### config.mk
export PLATFORM = sky130hd
export DESIGN_NAME = drm_sequencer
export DESIGN_NICKNAME = d
export VERILOG_FILES = /design/src/include/drm_pkg.sv /design/src/logic/drm_sequencer.sv
export SDC_FILE = /design/constraint.sdc
export NUM_CORES = 1
export LEC_CHECK = 0
export BUFFER_PORTS_ARGS = -buffer_cell sky130_fd_sc_hd__buf_4
export CORE_UTILIZATION = 55
export DETAILED_ROUTE_END_ITERATION = 7
export GPL_TIMING_DRIVEN = 0
export PLACE_DENSITY_LB_ADDON = 0.25
export SKIP_CTS_REPAIR_TIMING = 1
export SLEW_MARGIN = 20
export SYNTH_ARGS = -nofsm -noshare
export SYNTH_HDL_FRONTEND = slang
export SYNTH_SLANG_ARGS = --single-unit
### constraint.sdc
create_clock -name pclk -period 8.8 [get_ports pclk]
set_input_delay 2.64 -clock pclk [delete_from_list [all_inputs] [get_ports pclk]]
set_output_delay 2.64 -clock pclk [all_outputs]
set_load 0.02 [all_outputs]
### src/include/drm_pkg.sv
// Shared constants and types of the drum integrator sequencer.
// Assumes one 250 MHz clock; drum pulses arrive far slower than it.
package drm_pkg;

	localparam int CLK_PERIOD_NS = 4;

	// Register byte offsets on APB.
	localparam logic [7:0] OFS_CTRL = 8'h00;
	localparam logic [7:0] OFS_SLOT = 8'h04;
	localparam logic [7:0] OFS_STATUS = 8'h08;
	localparam logic [7:0] OFS_READOUT = 8'h0C;

	// Control register fields.
	localparam int CTRL_MODE_LSB = 0;
	localparam int CTRL_EREF_BIT = 3;
	localparam int CTRL_SRC_BIT = 4;
	localparam int CTRL_HALF_BIT = 5;

	// Status register fields.
	localparam int ST_SLOT_LSB = 5;
	localparam int ST_POS_LSB = 10;

	// Readout register fields.
	localparam int RO_OCT_LSB = 3;
	localparam int RO_INC_LSB = 6;

	// Counter sequences.
	localparam logic [4:0] POS_RELOAD = 5'h08;
	localparam logic [4:0] POS_FULL = 5'h1F;
	localparam logic [4:0] SLOT_RELOAD = 5'h0A;
	localparam logic [4:0] SLOT_FULL = 5'h1F;
	localparam logic [5:0] POS_FIRST = 6'h01;
	localparam logic [5:0] POS_WIN_OPEN = 6'h17;
	localparam logic [5:0] POS_WIN_CLOSE = 6'h2F;
	localparam logic [5:0] POS_LAST = 6'h30;
	localparam logic [4:0] SLOT_FIRST = 5'h01;
	localparam logic [4:0] SLOT_LAST = 5'h16;
	localparam logic [2:0] INC_MAX = 3'h7;

	// Reset values.
	localparam logic [4:0] SEL_SLOT_RST = 5'h01;
	localparam logic [2:0] OCT_RST = 3'h0;

	// Synchroniser lanes of the pin inputs.
	localparam int PIN_CLK = 0;
	localparam int PIN_R_POS = 1;
	localparam int PIN_R_NEG = 2;
	localparam int PIN_Y_POS = 3;
	localparam int PIN_Y_NEG = 4;
	localparam int PIN_Z_POS = 5;
	localparam int PIN_Z_NEG = 6;
	localparam int PIN_ONE = 7;
	localparam int PIN_ZERO = 8;
	localparam int PIN_N = 9;

	typedef enum logic [2:0] {
		MODE_FILL_Y,
		MODE_FILL_R,
		MODE_STEP_LEFT,
		MODE_STEP_RIGHT,
		MODE_ONE_OP,
		MODE_COMPUTE
	} drm_mode_t;

endpackage : drm_pkg

### src/logic/drm_sequencer.sv
// Control and sequencing of a serial drum-memory differential analyzer.
// Assumes drum head pulses and panel buttons are asynchronous pins and that
// the serial adders sit outside and share pclk.
// Function
// Run gate changes only at slot 22-to-1.
// Run gate ends after one turn, or halt.
// Button sets request; first pulse after clears.
// Halt holds overflow P48 I1 to P48 I22.
// Octal counter picks digit group and lamps.
// Slot counter: five stages, 10 to 32.
// Hold register shows each digit one revolution; at octal count 7 it is never loaded and keeps digit 6.
// Three-stage shifter gathers three bits.
// Input flip-flop resamples on clock channel.
// Tracking flip-flop rebuilds square wave from pulses.
// Integrand, overflow channels track like remainder.
// Parallel driver copies integrand input flip-flop.
// Adder window: integrand after P23 until P47.
// Window enables adder and increment add.
// One button sets fill value, zero clears.
// Fill and step-right record from input stage.
// Idle overflow line recirculates from first delay.
// Computing records from second delay stage.
// Overflow line carries fresh overflows each revolution.
// Position counter: 8 to 32, half toggles.
// Increment counter saturates at seven, clears P48.
// Fill/step-right precess 47, step-left 49.
// All sequencing advances on clock-channel pulses.
`timescale 1ns/1ps
`default_nettype none
module drm_sequencer (
	input wire logic pclk,
	input wire logic presetn,
	input wire logic psel,
	input wire logic penable,
	input wire logic pwrite,
	input wire logic [7:0] paddr,
	input wire logic [31:0] pwdata,
	output logic [31:0] prdata,
	output logic pready,
	output logic pslverr,
	input wire logic drum_clock_pin,
	input wire logic rem_pos_pin,
	input wire logic rem_neg_pin,
	input wire logic intg_pos_pin,
	input wire logic intg_neg_pin,
	input wire logic ovf_pos_pin,
	input wire logic ovf_neg_pin,
	input wire logic one_button_pin,
	input wire logic zero_button_pin,
	input wire logic first_rem_overflow,
	input wire logic rem_overflow,
	input wire logic dy_pickup,
	output logic ovf_record_bit,
	output logic intg_record_en,
	output logic rem_record_en,
	output logic fill_record_bit,
	output logic adder_enable,
	output logic dy_add_request,
	output logic [2:0] increment_count,
	output logic [2:0] lamp_bank,
	output logic [2:0] lamp_digit,
	output logic integrand_sync,
	output logic integrand_sync_driver,
	output logic remainder_sync
);
	import drm_pkg::*;

	typedef struct packed {
		logic [PIN_N-1:0] s1;
		logic [PIN_N-1:0] s2;
		logic [PIN_N-1:0] s3;
		logic rem_track;
		logic intg_track;
		logic ovf_track;
		logic rem_sync;
		logic intg_sync;
		logic intg_drv;
		logic ovf_sync;
		logic ovf_delay1;
		logic ovf_delay2;
		logic ovf_rec;
		logic [4:0] pos_cnt;
		logic half;
		logic [4:0] slot_cnt;
		logic run_gate;
		logic run_request;
		logic halt_latch;
		logic adder_window;
		logic fill_value;
		logic [2:0] inc_cnt;
		logic stage1;
		logic stage2;
		logic load_due;
		logic [2:0] hold;
		logic [2:0] oct_sel;
		logic intg_wr;
		logic rem_wr;
		logic wr_bit;
		drm_mode_t mode;
		logic eref;
		logic ro_src;
		logic ro_half;
		logic [4:0] sel_slot;
		logic [31:0] rdata;
	} drm_state_t;

	drm_state_t st_r;
	drm_state_t st_nxt;

	// Position 1..48 within the current integrator section.
	function automatic logic [5:0] pos_of(input logic [4:0] cnt, input logic hf);
		logic [5:0] p;
		p = {1'b0, cnt} - {1'b0, POS_RELOAD} + POS_FIRST;
		return hf ? p + 6'h18 : p;
	endfunction : pos_of

	// Integrator slot 1..22 from the slot counter.
	function automatic logic [4:0] slot_of(input logic [4:0] cnt);
		return cnt - SLOT_RELOAD + SLOT_FIRST;
	endfunction : slot_of

	function automatic logic reg_hit(input logic [7:0] a);
		return a == OFS_CTRL || a == OFS_SLOT || a == OFS_STATUS || a == OFS_READOUT;
	endfunction : reg_hit

	logic [PIN_N-1:0] pins;
	logic tick;
	logic press_one;
	logic press_zero;
	logic [5:0] pos;
	logic [4:0] slot;
	logic boundary;
	logic selected;
	logic computing;
	logic src_bit;
	logic wr_acc;
	logic [31:0] rd_mux;

	assign pins = {zero_button_pin, one_button_pin, ovf_neg_pin, ovf_pos_pin, intg_neg_pin,
		intg_pos_pin, rem_neg_pin, rem_pos_pin, drum_clock_pin};
	assign tick = st_r.s2[PIN_CLK] & ~st_r.s3[PIN_CLK];
	assign press_one = st_r.s2[PIN_ONE] & ~st_r.s3[PIN_ONE];
	assign press_zero = st_r.s2[PIN_ZERO] & ~st_r.s3[PIN_ZERO];
	assign pos = pos_of(st_r.pos_cnt, st_r.half);
	assign slot = slot_of(st_r.slot_cnt);
	assign boundary = pos == POS_LAST && slot == SLOT_LAST;
	assign selected = slot == st_r.sel_slot;
	assign computing = st_r.run_gate && (st_r.mode == MODE_COMPUTE || st_r.mode == MODE_ONE_OP);
	assign src_bit = st_r.ro_src ? st_r.intg_sync : st_r.rem_sync;
	assign wr_acc = psel && penable && pwrite;

	always_comb begin
		rd_mux = 32'h0000_0000;
		unique case (paddr)
			OFS_CTRL: rd_mux = {26'h0, st_r.ro_half, st_r.ro_src, st_r.eref, st_r.mode};
			OFS_SLOT: rd_mux = {27'h0, st_r.sel_slot};
			OFS_STATUS: rd_mux = {16'h0, pos, slot, st_r.fill_value, st_r.adder_window,
				st_r.halt_latch, st_r.run_request, st_r.run_gate};
			OFS_READOUT: rd_mux = {23'h0, st_r.inc_cnt, st_r.oct_sel, st_r.hold};
			default: rd_mux = 32'h0000_0000;
		endcase
	end

	always_comb begin
		st_nxt = st_r;
		// Only the second and third stages are read; the first exists to let metastability settle.
		st_nxt.s1 = pins;
		st_nxt.s2 = st_r.s1;
		st_nxt.s3 = st_r.s2;

		// Head pulses are wider than pclk, so level tracking never misses one.
		if (st_r.s2[PIN_R_POS]) st_nxt.rem_track = 1'b1;
		else if (st_r.s2[PIN_R_NEG]) st_nxt.rem_track = 1'b0;
		if (st_r.s2[PIN_Y_POS]) st_nxt.intg_track = 1'b1;
		else if (st_r.s2[PIN_Y_NEG]) st_nxt.intg_track = 1'b0;
		if (st_r.s2[PIN_Z_POS]) st_nxt.ovf_track = 1'b1;
		else if (st_r.s2[PIN_Z_NEG]) st_nxt.ovf_track = 1'b0;

		// Fill value and run request follow the buttons; a press beats the clear.
		if (press_one) st_nxt.fill_value = 1'b1;
		else if (press_zero) st_nxt.fill_value = 1'b0;
		if (press_one || press_zero) begin
			st_nxt.run_request = 1'b1;
		end else if (tick && st_r.run_gate) begin
			st_nxt.run_request = 1'b0;
		end

		st_nxt.load_due = 1'b0;
		if (st_r.load_due) st_nxt.hold = {src_bit, st_r.stage1, st_r.stage2};

		if (tick) begin
			st_nxt.rem_sync = st_r.rem_track;
			st_nxt.intg_sync = st_r.intg_track;
			st_nxt.intg_drv = st_r.intg_track;
			st_nxt.ovf_sync = st_r.ovf_track;
			st_nxt.ovf_delay1 = st_r.ovf_sync;
			// While computing the bit carried a revolution is dropped for the new overflow.
			st_nxt.ovf_delay2 = computing ? rem_overflow : st_r.ovf_delay1;

			// Record source selects the loop length of the overflow line.
			if (!st_r.run_gate) begin
				st_nxt.ovf_rec = st_r.ovf_delay1;
			end else if (computing) begin
				st_nxt.ovf_rec = st_r.ovf_delay2;
			end else if (selected) begin
				unique case (st_r.mode)
					MODE_FILL_Y, MODE_FILL_R, MODE_STEP_RIGHT: st_nxt.ovf_rec = st_r.ovf_sync;
					MODE_STEP_LEFT: st_nxt.ovf_rec = st_r.ovf_delay2;
					default: st_nxt.ovf_rec = st_r.ovf_delay1;
				endcase
			end else begin
				st_nxt.ovf_rec = st_r.ovf_delay1;
			end
			if (st_r.eref && st_r.run_gate && pos == POS_LAST) st_nxt.ovf_rec = 1'b1;

			// Fill digit goes where the reference pulse coincides in the selected slot.
			st_nxt.wr_bit = st_r.fill_value;
			st_nxt.intg_wr = st_r.run_gate && selected && st_r.ovf_delay1 && st_r.mode == MODE_FILL_Y;
			st_nxt.rem_wr = st_r.run_gate && selected && st_r.ovf_delay1 && st_r.mode == MODE_FILL_R;

			if (st_r.pos_cnt == POS_FULL) begin
				st_nxt.pos_cnt = POS_RELOAD;
				st_nxt.half = ~st_r.half;
			end else begin
				st_nxt.pos_cnt = st_r.pos_cnt + 5'h01;
			end
			if (pos == POS_LAST) begin
				st_nxt.slot_cnt = (st_r.slot_cnt == SLOT_FULL) ? SLOT_RELOAD : st_r.slot_cnt + 5'h01;
			end

			if (boundary) begin
				if (st_r.run_gate) begin
					if (st_r.mode != MODE_COMPUTE || st_r.halt_latch) st_nxt.run_gate = 1'b0;
				end else if (st_r.run_request) begin
					st_nxt.run_gate = 1'b1;
				end
				st_nxt.halt_latch = 1'b0;
				st_nxt.oct_sel = st_r.oct_sel + 3'h1;
			end else if (slot == SLOT_FIRST && pos == POS_LAST && first_rem_overflow) begin
				st_nxt.halt_latch = 1'b1;
			end

			if (pos == POS_WIN_CLOSE) st_nxt.adder_window = 1'b0;
			// Opening is confined to P24..P46 so a Y bit at P48 cannot reopen the window.
			else if (pos > POS_WIN_OPEN && pos < POS_WIN_CLOSE && st_r.intg_sync) st_nxt.adder_window = 1'b1;

			if (pos == POS_LAST) st_nxt.inc_cnt = 3'h0;
			else if (dy_pickup && st_r.inc_cnt != INC_MAX) st_nxt.inc_cnt = st_r.inc_cnt + 3'h1;

			st_nxt.stage1 = src_bit;
			st_nxt.stage2 = st_r.stage1;
			// The digit is complete one pclk after its third bit enters the input stage.
			if (selected && st_r.half == st_r.ro_half
				&& st_r.pos_cnt - POS_RELOAD == {st_r.oct_sel, 1'b0} + {2'b0, st_r.oct_sel} + 5'h03) begin
				st_nxt.load_due = 1'b1;
			end
		end

		if (psel && !penable) st_nxt.rdata = rd_mux;
		if (wr_acc && paddr == OFS_CTRL) begin
			st_nxt.mode = drm_mode_t'(pwdata[CTRL_MODE_LSB+:3]);
			st_nxt.eref = pwdata[CTRL_EREF_BIT];
			st_nxt.ro_src = pwdata[CTRL_SRC_BIT];
			st_nxt.ro_half = pwdata[CTRL_HALF_BIT];
		end
		if (wr_acc && paddr == OFS_SLOT) st_nxt.sel_slot = pwdata[4:0];
	end

	always_ff @(posedge pclk or negedge presetn) begin
		if (!presetn) begin
			st_r <= '0;
			st_r.pos_cnt <= POS_RELOAD;
			st_r.slot_cnt <= SLOT_RELOAD;
			st_r.oct_sel <= OCT_RST;
			st_r.sel_slot <= SEL_SLOT_RST;
			st_r.mode <= MODE_ONE_OP;
		end else begin
			st_r <= st_nxt;
		end
	end

	// Zero-wait slave: read data is captured in the setup cycle.
	assign pready = 1'b1;
	assign pslverr = psel && penable && !reg_hit(paddr);
	assign prdata = st_r.rdata;

	assign ovf_record_bit = st_r.ovf_rec;
	assign intg_record_en = st_r.intg_wr;
	assign rem_record_en = st_r.rem_wr;
	assign fill_record_bit = st_r.wr_bit;
	assign adder_enable = st_r.adder_window;
	assign dy_add_request = st_r.adder_window;
	assign increment_count = st_r.inc_cnt;
	assign lamp_bank = st_r.oct_sel;
	assign lamp_digit = st_r.hold;
	assign integrand_sync = st_r.intg_sync;
	assign integrand_sync_driver = st_r.intg_drv;
	assign remainder_sync = st_r.rem_sync;

	property p_gate_boundary;
		@(posedge pclk) disable iff (!presetn)
		(st_r.run_gate != $past(st_r.run_gate)) |-> $past(tick && boundary);
	endproperty
	a_gate_boundary: assert property (p_gate_boundary) else $error("run gate moved off the boundary");

	property p_gate_one_rev;
		@(posedge pclk) disable iff (!presetn)
		(tick && boundary && st_r.run_gate && st_r.mode != MODE_COMPUTE) |=> !st_r.run_gate;
	endproperty
	a_gate_one_rev: assert property (p_gate_one_rev) else $error("run gate outlived one revolution");

	property p_req_clear;
		@(posedge pclk) disable iff (!presetn)
		(tick && st_r.run_gate && !press_one && !press_zero) |=> !st_r.run_request;
	endproperty
	a_req_clear: assert property (p_req_clear) else $error("run request not cleared");

	property p_halt_hold;
		@(posedge pclk) disable iff (!presetn)
		(st_r.halt_latch && !(tick && boundary)) |=> st_r.halt_latch;
	endproperty
	a_halt_hold: assert property (p_halt_hold) else $error("halt dropped early");

	property p_slot_wrap;
		@(posedge pclk) disable iff (!presetn)
		(tick && pos == POS_LAST && st_r.slot_cnt == SLOT_FULL) |=> st_r.slot_cnt == SLOT_RELOAD;
	endproperty
	a_slot_wrap: assert property (p_slot_wrap) else $error("slot counter wrap wrong");

	property p_pos_wrap;
		@(posedge pclk) disable iff (!presetn)
		(tick && st_r.pos_cnt == POS_FULL) |=> (st_r.pos_cnt == POS_RELOAD && st_r.half != $past(st_r.half));
	endproperty
	a_pos_wrap: assert property (p_pos_wrap) else $error("position counter wrap wrong");

	property p_window_close;
		@(posedge pclk) disable iff (!presetn)
		(tick && pos == POS_WIN_CLOSE) |=> !st_r.adder_window ##1 !adder_enable;
	endproperty
	a_window_close: assert property (p_window_close) else $error("adder window open past close");

	property p_resync;
		@(posedge pclk) disable iff (!presetn)
		tick |=> (st_r.rem_sync == $past(st_r.rem_track) && integrand_sync_driver == integrand_sync);
	endproperty
	a_resync: assert property (p_resync) else $error("channel resample mismatch");

	property p_fill_set;
		@(posedge pclk) disable iff (!presetn)
		press_one |=> st_r.fill_value;
	endproperty
	a_fill_set: assert property (p_fill_set) else $error("fill value not set");

	property p_inc_clear;
		@(posedge pclk) disable iff (!presetn)
		(tick && pos == POS_LAST) |=> increment_count == 3'h0;
	endproperty
	a_inc_clear: assert property (p_inc_clear) else $error("increment count not cleared");

endmodule : drm_sequencer
`default_nettype wire

==> results of run 1 <==
[how the worst max path moves through the flow]
stage	start	to	slack, ns	cells past startpoint
after floorplan	paddr[5]	pslverr	3.05	3
after global placement	paddr[7]	pslverr	2.81	5
after detailed placement	paddr[5]	pslverr	2.77	5
after CTS	paddr[5]	pslverr	2.77	5
after global routing	paddr[7]	pslverr	2.71	5
final	paddr[5]	pslverr	2.78	5
[cell usage in the layout (no fill, tap or decap), types with 4 or more instances in the layout]
cell type                  netlist  final
sky130_fd_sc_hd__o31ai_1         7      7
sky130_fd_sc_hd__nor3_1          4      4
sky130_fd_sc_hd__a21oi_1        11     11
sky130_fd_sc_hd__o21ai_0        21     21
sky130_fd_sc_hd__conb_1          2     17
sky130_fd_sc_hd__nand3_1        11     11
sky130_fd_sc_hd__nor4_1          6      5
sky130_fd_sc_hd__mux2i_1         7      7
sky130_fd_sc_hd__nand2b_1        9      9
sky130_fd_sc_hd__dfstp_2         5      5
sky130_fd_sc_hd__a21o_1          5      5
sky130_fd_sc_hd__nor2_1         25     25
sky130_fd_sc_hd__xor2_1          8      8
sky130_fd_sc_hd__dfrtp_1        83     83
sky130_fd_sc_hd__nand2_1        51     51
sky130_fd_sc_hd__nor2b_1         4      4
sky130_fd_sc_hd__mux2_2         13     13
sky130_fd_sc_hd__and3_1          6      6
sky130_fd_sc_hd__buf_6           3      4
sky130_fd_sc_hd__inv_1          22     22
sky130_fd_sc_hd__xnor2_1        16     16
sky130_fd_sc_hd__clkbuf_8        0     10
sky130_fd_sc_hd__ha_1           19     19
sky130_fd_sc_hd__buf_4          45    108
sky130_fd_sc_hd__clkbuf_1       11     11
sky130_fd_sc_hd__mux4_2          5      5
[registers in the layout, indices dropped and copies added (netlist names)]
register               flops
st_nxt                    18
rem_record_en              1
lamp_digit                 3
prdata                    16
adder_enable               1
lamp_bank                  3
remainder_sync             1
st_r                      38
fill_record_bit            1
ovf_record_bit             1
integrand_sync_driver      1
intg_record_en             1
increment_count            3
[critical path: cells and delay by family]
family / cells / cell delay (ns)
AND/OR/NAND/NOR: 3 / 0.50
buffers and inverters: 2 / 0.26
[routing by layer]
| metal | vias to the layer above | routed length (um) | global-route usage [%] |
|---|---|---|---|
| li1 | 1630 | - | - |
| met1 | 1639 | 4204 | 29.13 |
| met2 | 94 | 4468 | 37.59 |
| met3 | 11 | 475 | 3.964 |
| met4 | 0 | 136 | 10.00 |
| met5 | - | 0 | 0 |
[stage by stage]
step	utilization [%]	worst slack (ns)	std cells	cell area (um2)
6_report	67.63	2.776	642	5529
5_1_grt	67.63	2.714	642	5529
2_1_floorplan	-	3.054	456	4696
4_1_cts	67.58	2.768	642	5525
3_5_place_dp	65.06	2.768	626	5319
3_3_place_gp	64.92	2.806	625	5308
[power by group through the flow]
| stage | clock network [mW] | logic (mW) | registers [mW] |
|---|---|---|---|
| after floorplan | 0 | 0.220 | 0.478 |
| after global placement | 0 | 0.296 | 0.480 |
| after detailed placement | 0 | 0.312 | 0.482 |
| after CTS | 0.291 | 0.314 | 0.473 |
| after global routing | 0.308 | 0.348 | 0.478 |
| final | 0.286 | 0.314 | 0.473 |
[kinds of logic (layout without fill, tap and decap cells)]
kind of cell | count (synthesis) | in the layout
multiplexers | 27 | 27
other | 2 | 17
XOR/XNOR | 26 | 26
AO/OA/AOI/OAI | 68 | 68
buffers and inverters | 82 | 163
flip-flops | 88 | 88
adder cells (fa/ha/maj) | 19 | 19
AND/OR/NAND/NOR | 129 | 129
[final cells by class]
class | count | area [um2]
Clock buffer | 10 | 137.6
Tap cell | 105 | 131.4
Sequential cell | 88 | 2208
Fill cell | 636 | 2646
Buffer | 60 | 416.7
Multi-Input combinational cell | 286 | 1994
Clock inverter | 6 | 68.82
Inverter | 22 | 82.58
Timing Repair Buffer | 65 | 489.2
==> out/metrics.csv, run 1 <==
stage,metric,value,unit
outcome,result of the run,"complete, no violations",
grt,maximum number of pins on one net before global-route repair,89,
grt,global route overflow,0,
synth,Yosys warnings,0,
die,standard-cell rows,33,
power_and_ir_drop,LEAKAGE,2.747,nW
setup_path,cell occurring most often along the worst timing path,sky130_fd_sc_hd__buf_4,
min_path,worst hold path endpoint,st_nxt[92]$_DFF_PN0_,
final_layout,Diodes inserted,0,
placement,weighted congestion reported at the end of routability-driven placement,0.8551,
final_layout,Final Net Count,608,
timing,Max Clock Freq,166.0,MHz
synth,most numerous cell in the Yosys netlist,sky130_fd_sc_hd__dfrtp_1,
synth,Adder-Cell Fraction of Synth Area,5.124,%
synth,share of the synthesized area in the top cell type,44.77,%
synth,most frequent cells after synthesis,"sky130_fd_sc_hd__dfrtp_1 (83), sky130_fd_sc_hd__nand2_1 (51), sky130_fd_sc_hd__buf_4 (45)",
timing,final critical-path share of the clock period,68.45,%
timing,unrepaired setup endpoints after global routing,false,
min_path,worst hold path startpoint,st_nxt[101]$_DFF_PN0_,
route,routed length per instance,14.46,um
route,Pre-antenna DRT Iters,4,
setup_path,"slowest stage cell, crit path",sky130_fd_sc_hd__and3_1,
timing,final setup fails,0,
timing,minimum hold slack,0.3551,ns
synth,cells after synthesis,441,
grt,via count of the first global-routing pass,3199,
power_and_ir_drop,switching power of the nets,350.6,uW
die,overall die width,93.85,um
route,post-route DRC violation count,0,
timing,number of hold violations in the final report,0,
timing,final total negative setup slack,0,ns
die,IO Count,109,
power_and_ir_drop,worst-case vdd ir drop,0.1394,mV
power_and_ir_drop,power share of the clock group,26.7,%
die,full die area,0.008807,mm2
die,starting utilization of the core area,56.75,%
cts,clock network latency to the later pin of the worst-skew pair,0.36,ns
setup_path,list of cells traversed by the critical path,"buf_4, nor2_1, nand3_1, and3_1, buf_4",
grt,Tot GR Track Use,22.66,%
final_layout,area growth from synthesis to layout,19.17,%
die,standard cell core area,0.008175,mm2
synth,Post-synth ARST share,100.0,%
power_and_ir_drop,share of total power in sequential cells,44.1,%
synth,Syn Area/Cell,10.52,um2
final_layout,share of cells above drive strength 1,29.61,%
synth,"EDFF count, synth",0,
synth,top post-synthesis cells by area,"sky130_fd_sc_hd__dfrtp_1 (45%), sky130_fd_sc_hd__buf_4 (7.3%), sky130_fd_sc_hd__ha_1 (5.1%)",
die,vertical die dimension,93.85,um
min_path,class of the worst hold path,flip-flop to flip-flop,
synth,XOR/XNOR Fraction of Synth Area,5.502,%
synth,"Top FF cell, synth",sky130_fd_sc_hd__dfrtp_1,
synth,simple-gate area share of the yosys netlist,13.48,%
timing,clock period minus final worst setup slack,6.024,ns
synth,netlist area before placement,0.004639,mm2
synth,main combinational cell family by area after synthesis,simple AND/OR/NAND/NOR gates,
setup_path,Arrival @ worst endpoint,3.38,ns
route,ANT nets after route,0,
setup_path,Crit Path Class,input port to output pin,
timing,maximum clock skew at final layout,0.01005,ns
route,routed via count divided by cell count,5.255,
setup_path,reg-to-reg startpoint,st_r[70]$_DFFE_PN0P_,
cts,number of buffers created by CTS,9,
timing,Pins Over Slew Limit,0,
route,1st-iter DRT viols,202,
placement,total of buffers placed on input and output ports,64,
setup_path,kind of capture point of the worst setup path,output pin,
timing,slew at the pin with the worst max-slew slack,0.7913,ns
setup_path,critical path data required time,6.16,ns
cts,clock tree from TritonCTS,yes,
synth,multiplexer share of the synthesized area,7.578,%
synth,compound-cell area share of the yosys netlist,9.790,%
synth,part of the Yosys area used for sequential elements,47.60,%
min_path,number of instances on the worst hold path,0,
power_and_ir_drop,pwr dens,194.1,mW/mm2
synth,unique cell type count in the Yosys netlist,56,
setup_path,reg-to-reg setup timing slack,5.66,ns
setup_path,number of cells on the worst reg-to-reg path,9,
cts,depth of the CTS H-tree,3,
setup_path,maximum single-stage delay on the critical path,0.22,ns
cts,Bufs on Longest Clock Path,2,
cts,CTS Sinks,88,
power_and_ir_drop,proportion of total power due to net switching,32.66,%
power_and_ir_drop,power share of the combinational group,29.3,%
cts,clock-pin slew on the worst setup and hold paths,0.08,ns
grt,wire length of the first global-routing pass,15040,um
route,final WL,9285,um
synth,post-synthesis register bit count,88,
grt,antenna violations before repair,0,
route,via count,3374,
cts,Clk Tree Root Cell,sky130_fd_sc_hd__clkbuf_8,
setup_path,critical path launch point type,input port,
job,max-cap check violation count,0,
setup_path,capture point of the worst reg-to-reg path,lamp_bank[1]$_DFFE_PN0P_,
setup_path,maximum fanout along the worst path,3,
timing,headroom to the max-slew limit,47.25,%
power_and_ir_drop,Total Power Consumption,1.073,mW
synth,Synth area leader,sky130_fd_sc_hd__dfrtp_1,
power_and_ir_drop,internal cell power,722.8,uW
placement,HPWL Detailed,6932,um
Note: power is estimated with default switching activity, not from simulation.
==> run 2: changes to the inputs <==
Settings changed: CORE_UTILIZATION 55 to 49.
Clock period 8.8 ns to 4.87 ns, I/O delays scaled along.
==> out/metrics.csv, run 2 (synthesis gave the netlist of run 1 again) <==
stage,metric,value,unit
power_and_ir_drop,Total Power Consumption,1.886,mW
timing,number of hold violations in the final report,0,
grt,met3 track utilization from global routing,3.233,%
timing,Max Clock Freq,271.3,MHz
setup_path,kind of capture point of the worst setup path,output pin,
timing,post-route setup slack,1.184,ns
die,standard-cell rows,35,
route,routed length per instance,14.41,um
outcome,violations in the final reports,DRC,
placement,HPWL Detailed,6915,um
timing,maximum clock skew at final layout,0.008953,ns
route,routed via count divided by cell count,5.150,
route,via count,3337,
route,Pre-antenna DRT Iters,7,
setup_path,cell occurring most often along the worst timing path,sky130_fd_sc_hd__buf_4,
setup_path,Crit Path Class,input port to output pin,
grt,global route overflow,0,
final_layout,share of cells above drive strength 1,29.42,%
timing,final setup fails,0,
route,post-route DRC violation count,2,
setup_path,list of cells traversed by the critical path,"buf_4, nor2_1, nand3_1, and3_1, buf_4",
die,starting utilization of the core area,50.45,%
grt,wire length of the first global-routing pass,15320,um
cts,clock-pin slew on the worst setup and hold paths,0.09,ns
timing,headroom to the max-slew limit,47.93,%
job,max-cap check violation count,0,
grt,grt met1 use,27.39,%
placement,worst setup timing slack at the placement stage,1.183,ns
cts,CTS Sinks,88,
final_layout,"most common cell after layout, fill and taps aside",sky130_fd_sc_hd__buf_4,
cts,clock tree from TritonCTS,yes,
cts,Clk Tree Root Cell,sky130_fd_sc_hd__clkbuf_8,
min_path,class of the worst hold path,flip-flop to flip-flop,
die,standard cell core area,0.009196,mm2
placement,weighted congestion reported at the end of routability-driven placement,0.8400,
timing,Pins Over Slew Limit,0,
timing,final total negative setup slack,0,ns
cts,depth of the CTS H-tree,3,
die,overall die width,99.31,um
power_and_ir_drop,pwr dens,342.2,mW/mm2
die,full die area,0.009861,mm2
placement,total of buffers placed on input and output ports,64,
setup_path,maximum fanout along the worst path,3,
final_layout,Diodes inserted,0,
outcome,result of the run,"finished, violations left",
setup_path,critical path data required time,3.41,ns
final_layout,"commonest non-fill, non-tap cells in the layout","sky130_fd_sc_hd__buf_4 (108), sky130_fd_sc_hd__dfrtp_1 (83), sky130_fd_sc_hd__nand2_1 (51), sky130_fd_sc_hd__nor2_1 (25), sky130_fd_sc_hd__inv_1 (22)",
final_layout,area growth from synthesis to layout,18.82,%
die,IO Count,109,
setup_path,Arrival @ worst endpoint,2.22,ns
grt,maximum number of pins on one net before global-route repair,89,
cts,Bufs on Longest Clock Path,2,
timing,slew at the pin with the worst max-slew slack,0.7811,ns
setup_path,critical path launch point type,input port,
grt,met2 GRT Util,32.32,%
grt,Tot GR Track Use,20.01,%
route,final WL,9340,um
final_layout,flip-flop count of the largest register after layout,38,
grt,most used routing layer in global routing,met2,
cts,clock network latency to the later pin of the worst-skew pair,0.35,ns
setup_path,maximum single-stage delay on the critical path,0.22,ns
cts,number of buffers created by CTS,9,
timing,clock period minus final worst setup slack,3.686,ns
min_path,number of instances on the worst hold path,0,
setup_path,number of cells on the worst reg-to-reg path,9,
power_and_ir_drop,worst-case vdd ir drop,0.1852,mV
power_and_ir_drop,LEAKAGE,2.730,nW
timing,unrepaired setup endpoints after global routing,false,
timing,final critical-path share of the clock period,75.68,%
setup_path,"slowest stage cell, crit path",sky130_fd_sc_hd__and3_1,
die,vertical die dimension,99.31,um
grt,antenna violations before repair,0,
grt,via count of the first global-routing pass,3099,
route,1st-iter DRT viols,94,
final_layout,Final Net Count,608,
final_layout,top register by number of flip-flops,st_r,
route,ANT nets after route,0,
[run 2: layout make-up]
class                           instances  area [um2]
Fill cell                             818        3684
Clock inverter                          5       41.29
Timing Repair Buffer                   65       489.2
Inverter                               22       82.58
Multi-Input combinational cell        286        1994
Sequential cell                        88        2208
Buffer                                 60       416.7
Tap cell                              111       138.9
Clock buffer                           11       141.4
[run 2: per-layer routing]
metal	share of wire, %	wire (um)
met1	46	4305
met2	47	4373
met3	4.8	447
met4	2.3	214
met5	0	0
[run 2: worst paths after layout]
check / to / startpoint / slack [ns]
worst max-delay path: pslverr / paddr[5] / 1.18
worst min-delay path: st_nxt[88]$_DFF_PN0_ / st_nxt[97]$_DFF_PN0_ / 0.35
worst max register to register: lamp_bank[1]$_DFFE_PN0P_ / st_r[70]$_DFFE_PN0P_ / 1.72
worst min register to register: st_nxt[88]$_DFF_PN0_ / st_nxt[97]$_DFF_PN0_ / 0.35
max in group asynchronous: st_nxt[89]$_DFF_PN0_ / presetn / 3.17
min in group asynchronous: prdata[12]$_DFFE_PN0P_ / presetn / 1.15
[run 2: metrics by stage]
step	hold WS [ns]	area (um2)	utilization, %	instances
after floorplan	0.3312	4696	-	456
after global placement	0.3312	5315	57.80	631
after detailed placement	0.3347	5326	57.92	632
after CTS	0.3562	5509	59.90	648
after global routing	0.3613	5513	59.95	648
final	0.3539	5513	59.95	648
[run 2: critical path, delay by kind of cell]
family,cells,cell delay [ns]
AND/OR/NAND/NOR,3,0.51
buffers and inverters,2,0.26
[run 2: power breakdown]
group          total, mW  switching (mW)  internal (mW)
Clock              0.471           0.268          0.203
Sequential         0.857          0.0626          0.794
Combinational      0.558           0.301          0.257
Total               1.89           0.632           1.25
==> run 3: changes to the inputs <==
Settings changed: CORE_UTILIZATION 49 to 54.
Clock period 4.87 ns to 3.5 ns, I/O delays scaled along.
==> out/metrics.csv, run 3 (synthesis gave the netlist of run 1 again) <==
stage,metric,value,unit
setup_path,critical path launch point type,flip-flop,
final_layout,Diodes inserted,0,
setup_path,Arrival @ worst endpoint,3.34,ns
cts,number of buffers created by CTS,9,
route,post-route DRC violation count,0,
route,Pre-antenna DRT Iters,4,
timing,final critical-path share of the clock period,88.28,%
final_layout,final core utilization,67.12,%
timing,final setup fails,0,
grt,global route overflow,0,
job,max-cap check violation count,0,
cts,clock network latency to the later pin of the worst-skew pair,0.37,ns
die,overall die width,94.69,um
grt,wire length of the first global-routing pass,14750,um
timing,Max Clock Freq,323.7,MHz
power_and_ir_drop,worst-case vdd ir drop,0.2945,mV
cts,Clk Tree Root Cell,sky130_fd_sc_hd__clkbuf_8,
route,routed via count divided by cell count,5.254,
setup_path,list of cells traversed by the critical path,"ha_1, a21oi_1, xnor2_1, ha_1, o221a_4, or3_4, buf_6, nor4_2, mux2_1",
die,standard cell core area,0.008258,mm2
route,1st-iter DRT viols,227,
timing,maximum clock skew at final layout,0.008473,ns
power_and_ir_drop,pwr dens,492.8,mW/mm2
die,vertical die dimension,94.69,um
outcome,result of the run,"complete, no violations",
die,starting utilization of the core area,56.18,%
timing,post-route setup slack,0.4104,ns
route,routed length per instance,14.06,um
placement,cell total after placement,626,
die,full die area,0.008966,mm2
final_layout,share of cells above drive strength 1,29.61,%
timing,headroom to the max-slew limit,49.19,%
grt,via count of the first global-routing pass,3138,
final_layout,filler instances,643,
cts,clock tree from TritonCTS,yes,
placement,worst setup timing slack at the placement stage,0.4243,ns
grt,maximum number of pins on one net before global-route repair,89,
final_layout,Seq. cell area,0.002208,mm2
setup_path,maximum single-stage delay on the critical path,0.47,ns
power_and_ir_drop,Total Power Consumption,2.732,mW
final_layout,area growth from synthesis to layout,19.47,%
timing,number of hold violations in the final report,0,
final_layout,top register by number of flip-flops,st_r,
placement,HPWL Detailed,6764,um
die,IO Count,109,
grt,antenna violations before repair,0,
setup_path,cell occurring most often along the worst timing path,sky130_fd_sc_hd__ha_1,
setup_path,maximum fanout along the worst path,10,
cts,Bufs on Longest Clock Path,2,
cts,depth of the CTS H-tree,3,
setup_path,Crit Path Class,flip-flop to flip-flop,
die,standard-cell rows,33,
setup_path,critical path data required time,3.75,ns
timing,unrepaired setup endpoints after global routing,false,
final_layout,multi-input logic area,0.001994,mm2
placement,total of buffers placed on input and output ports,64,
final_layout,"count of placed standard cells in the final layout, fillers left out",642,
timing,final total negative setup slack,0,ns
final_layout,"most common cell after layout, fill and taps aside",sky130_fd_sc_hd__buf_4,
placement,weighted congestion reported at the end of routability-driven placement,0.8537,
min_path,class of the worst hold path,flip-flop to flip-flop,
route,ANT nets after route,0,
power_and_ir_drop,LEAKAGE,2.757,nW
route,final WL,9025,um
final_layout,flip-flop count of the largest register after layout,38,
timing,Pins Over Slew Limit,0,
cts,clock-pin slew on the worst setup and hold paths,0.09,ns
route,via count,3373,
setup_path,kind of capture point of the worst setup path,flip-flop,
final_layout,"commonest non-fill, non-tap cells in the layout","sky130_fd_sc_hd__buf_4 (108), sky130_fd_sc_hd__dfrtp_1 (83), sky130_fd_sc_hd__nand2_1 (51), sky130_fd_sc_hd__nor2_1 (25), sky130_fd_sc_hd__inv_1 (22)",
final_layout,Final Net Count,608,
setup_path,"slowest stage cell, crit path",sky130_fd_sc_hd__dfrtp_1,
timing,clock period minus final worst setup slack,3.090,ns
cts,CTS Sinks,88,
timing,slew at the pin with the worst max-slew slack,0.7621,ns
grt,Tot GR Track Use,22.01,%
## run 3: layout make-up
class	count	share of cell area, %
Sequential cell	88	39.84
Tap cell	105	2.370
Clock inverter	7	1.738
Buffer	60	7.517
Timing Repair Buffer	65	8.826
Clock buffer	9	2.235
Inverter	22	1.490
Multi-Input combinational cell	286	35.98
## run 3: worst max-delay path, delay by kind of cell (launching register included)
family,cells,cell delay [ns]
adder cells (fa/ha/maj),2,0.55
multiplexers,1,0.36
buffers and inverters,1,0.15
AND/OR/NAND/NOR,2,0.73
flip-flops,1,0.47
XOR/XNOR,1,0.16
AO/OA/AOI/OAI,2,0.57
## run 3: metrics by stage
step                      hold WS [ns]  instance area, um2
after floorplan                 0.3312                4696
after global placement          0.3314                5308
after detailed placement        0.3395                5319
after CTS                       0.3583                5539
after global routing            0.3607                5543
final                           0.3537                5543
## run 3: final timing paths
path | startpoint | endpoint | slack, ns | cells past startpoint
worst max-delay path | st_r[70]$_DFFE_PN0P_ | lamp_bank[1]$_DFFE_PN0P_ | 0.41 | 9
worst min-delay path | st_nxt[101]$_DFF_PN0_ | st_nxt[92]$_DFF_PN0_ | 0.35 | 0
worst max register to register | st_r[70]$_DFFE_PN0P_ | lamp_bank[1]$_DFFE_PN0P_ | 0.41 | 9
worst min register to register | st_nxt[101]$_DFF_PN0_ | st_nxt[92]$_DFF_PN0_ | 0.35 | 0
max in group asynchronous | presetn | st_r[36]$_DFFE_PN0P_ | 2.24 | 1
min in group asynchronous | presetn | prdata[11]$_DFFE_PN0P_ | 0.72 | 1
## run 3: report_power, final
part           switching (mW)  internal (mW)  leakage [nW]
combinational           0.414          0.357          1.53
sequential             0.0858           1.10          1.11
clock                   0.366          0.403         0.113
total                   0.866           1.87          2.76
## run 3: metal layers
metal	GRT usage (%)	routed length (um)	vias to the layer above
met4	9.975	223	0
met1	27.97	4010	1608
li1	-	-	1633
met2	36.33	4287	116
met3	4.428	503	16
met5	0	0	-
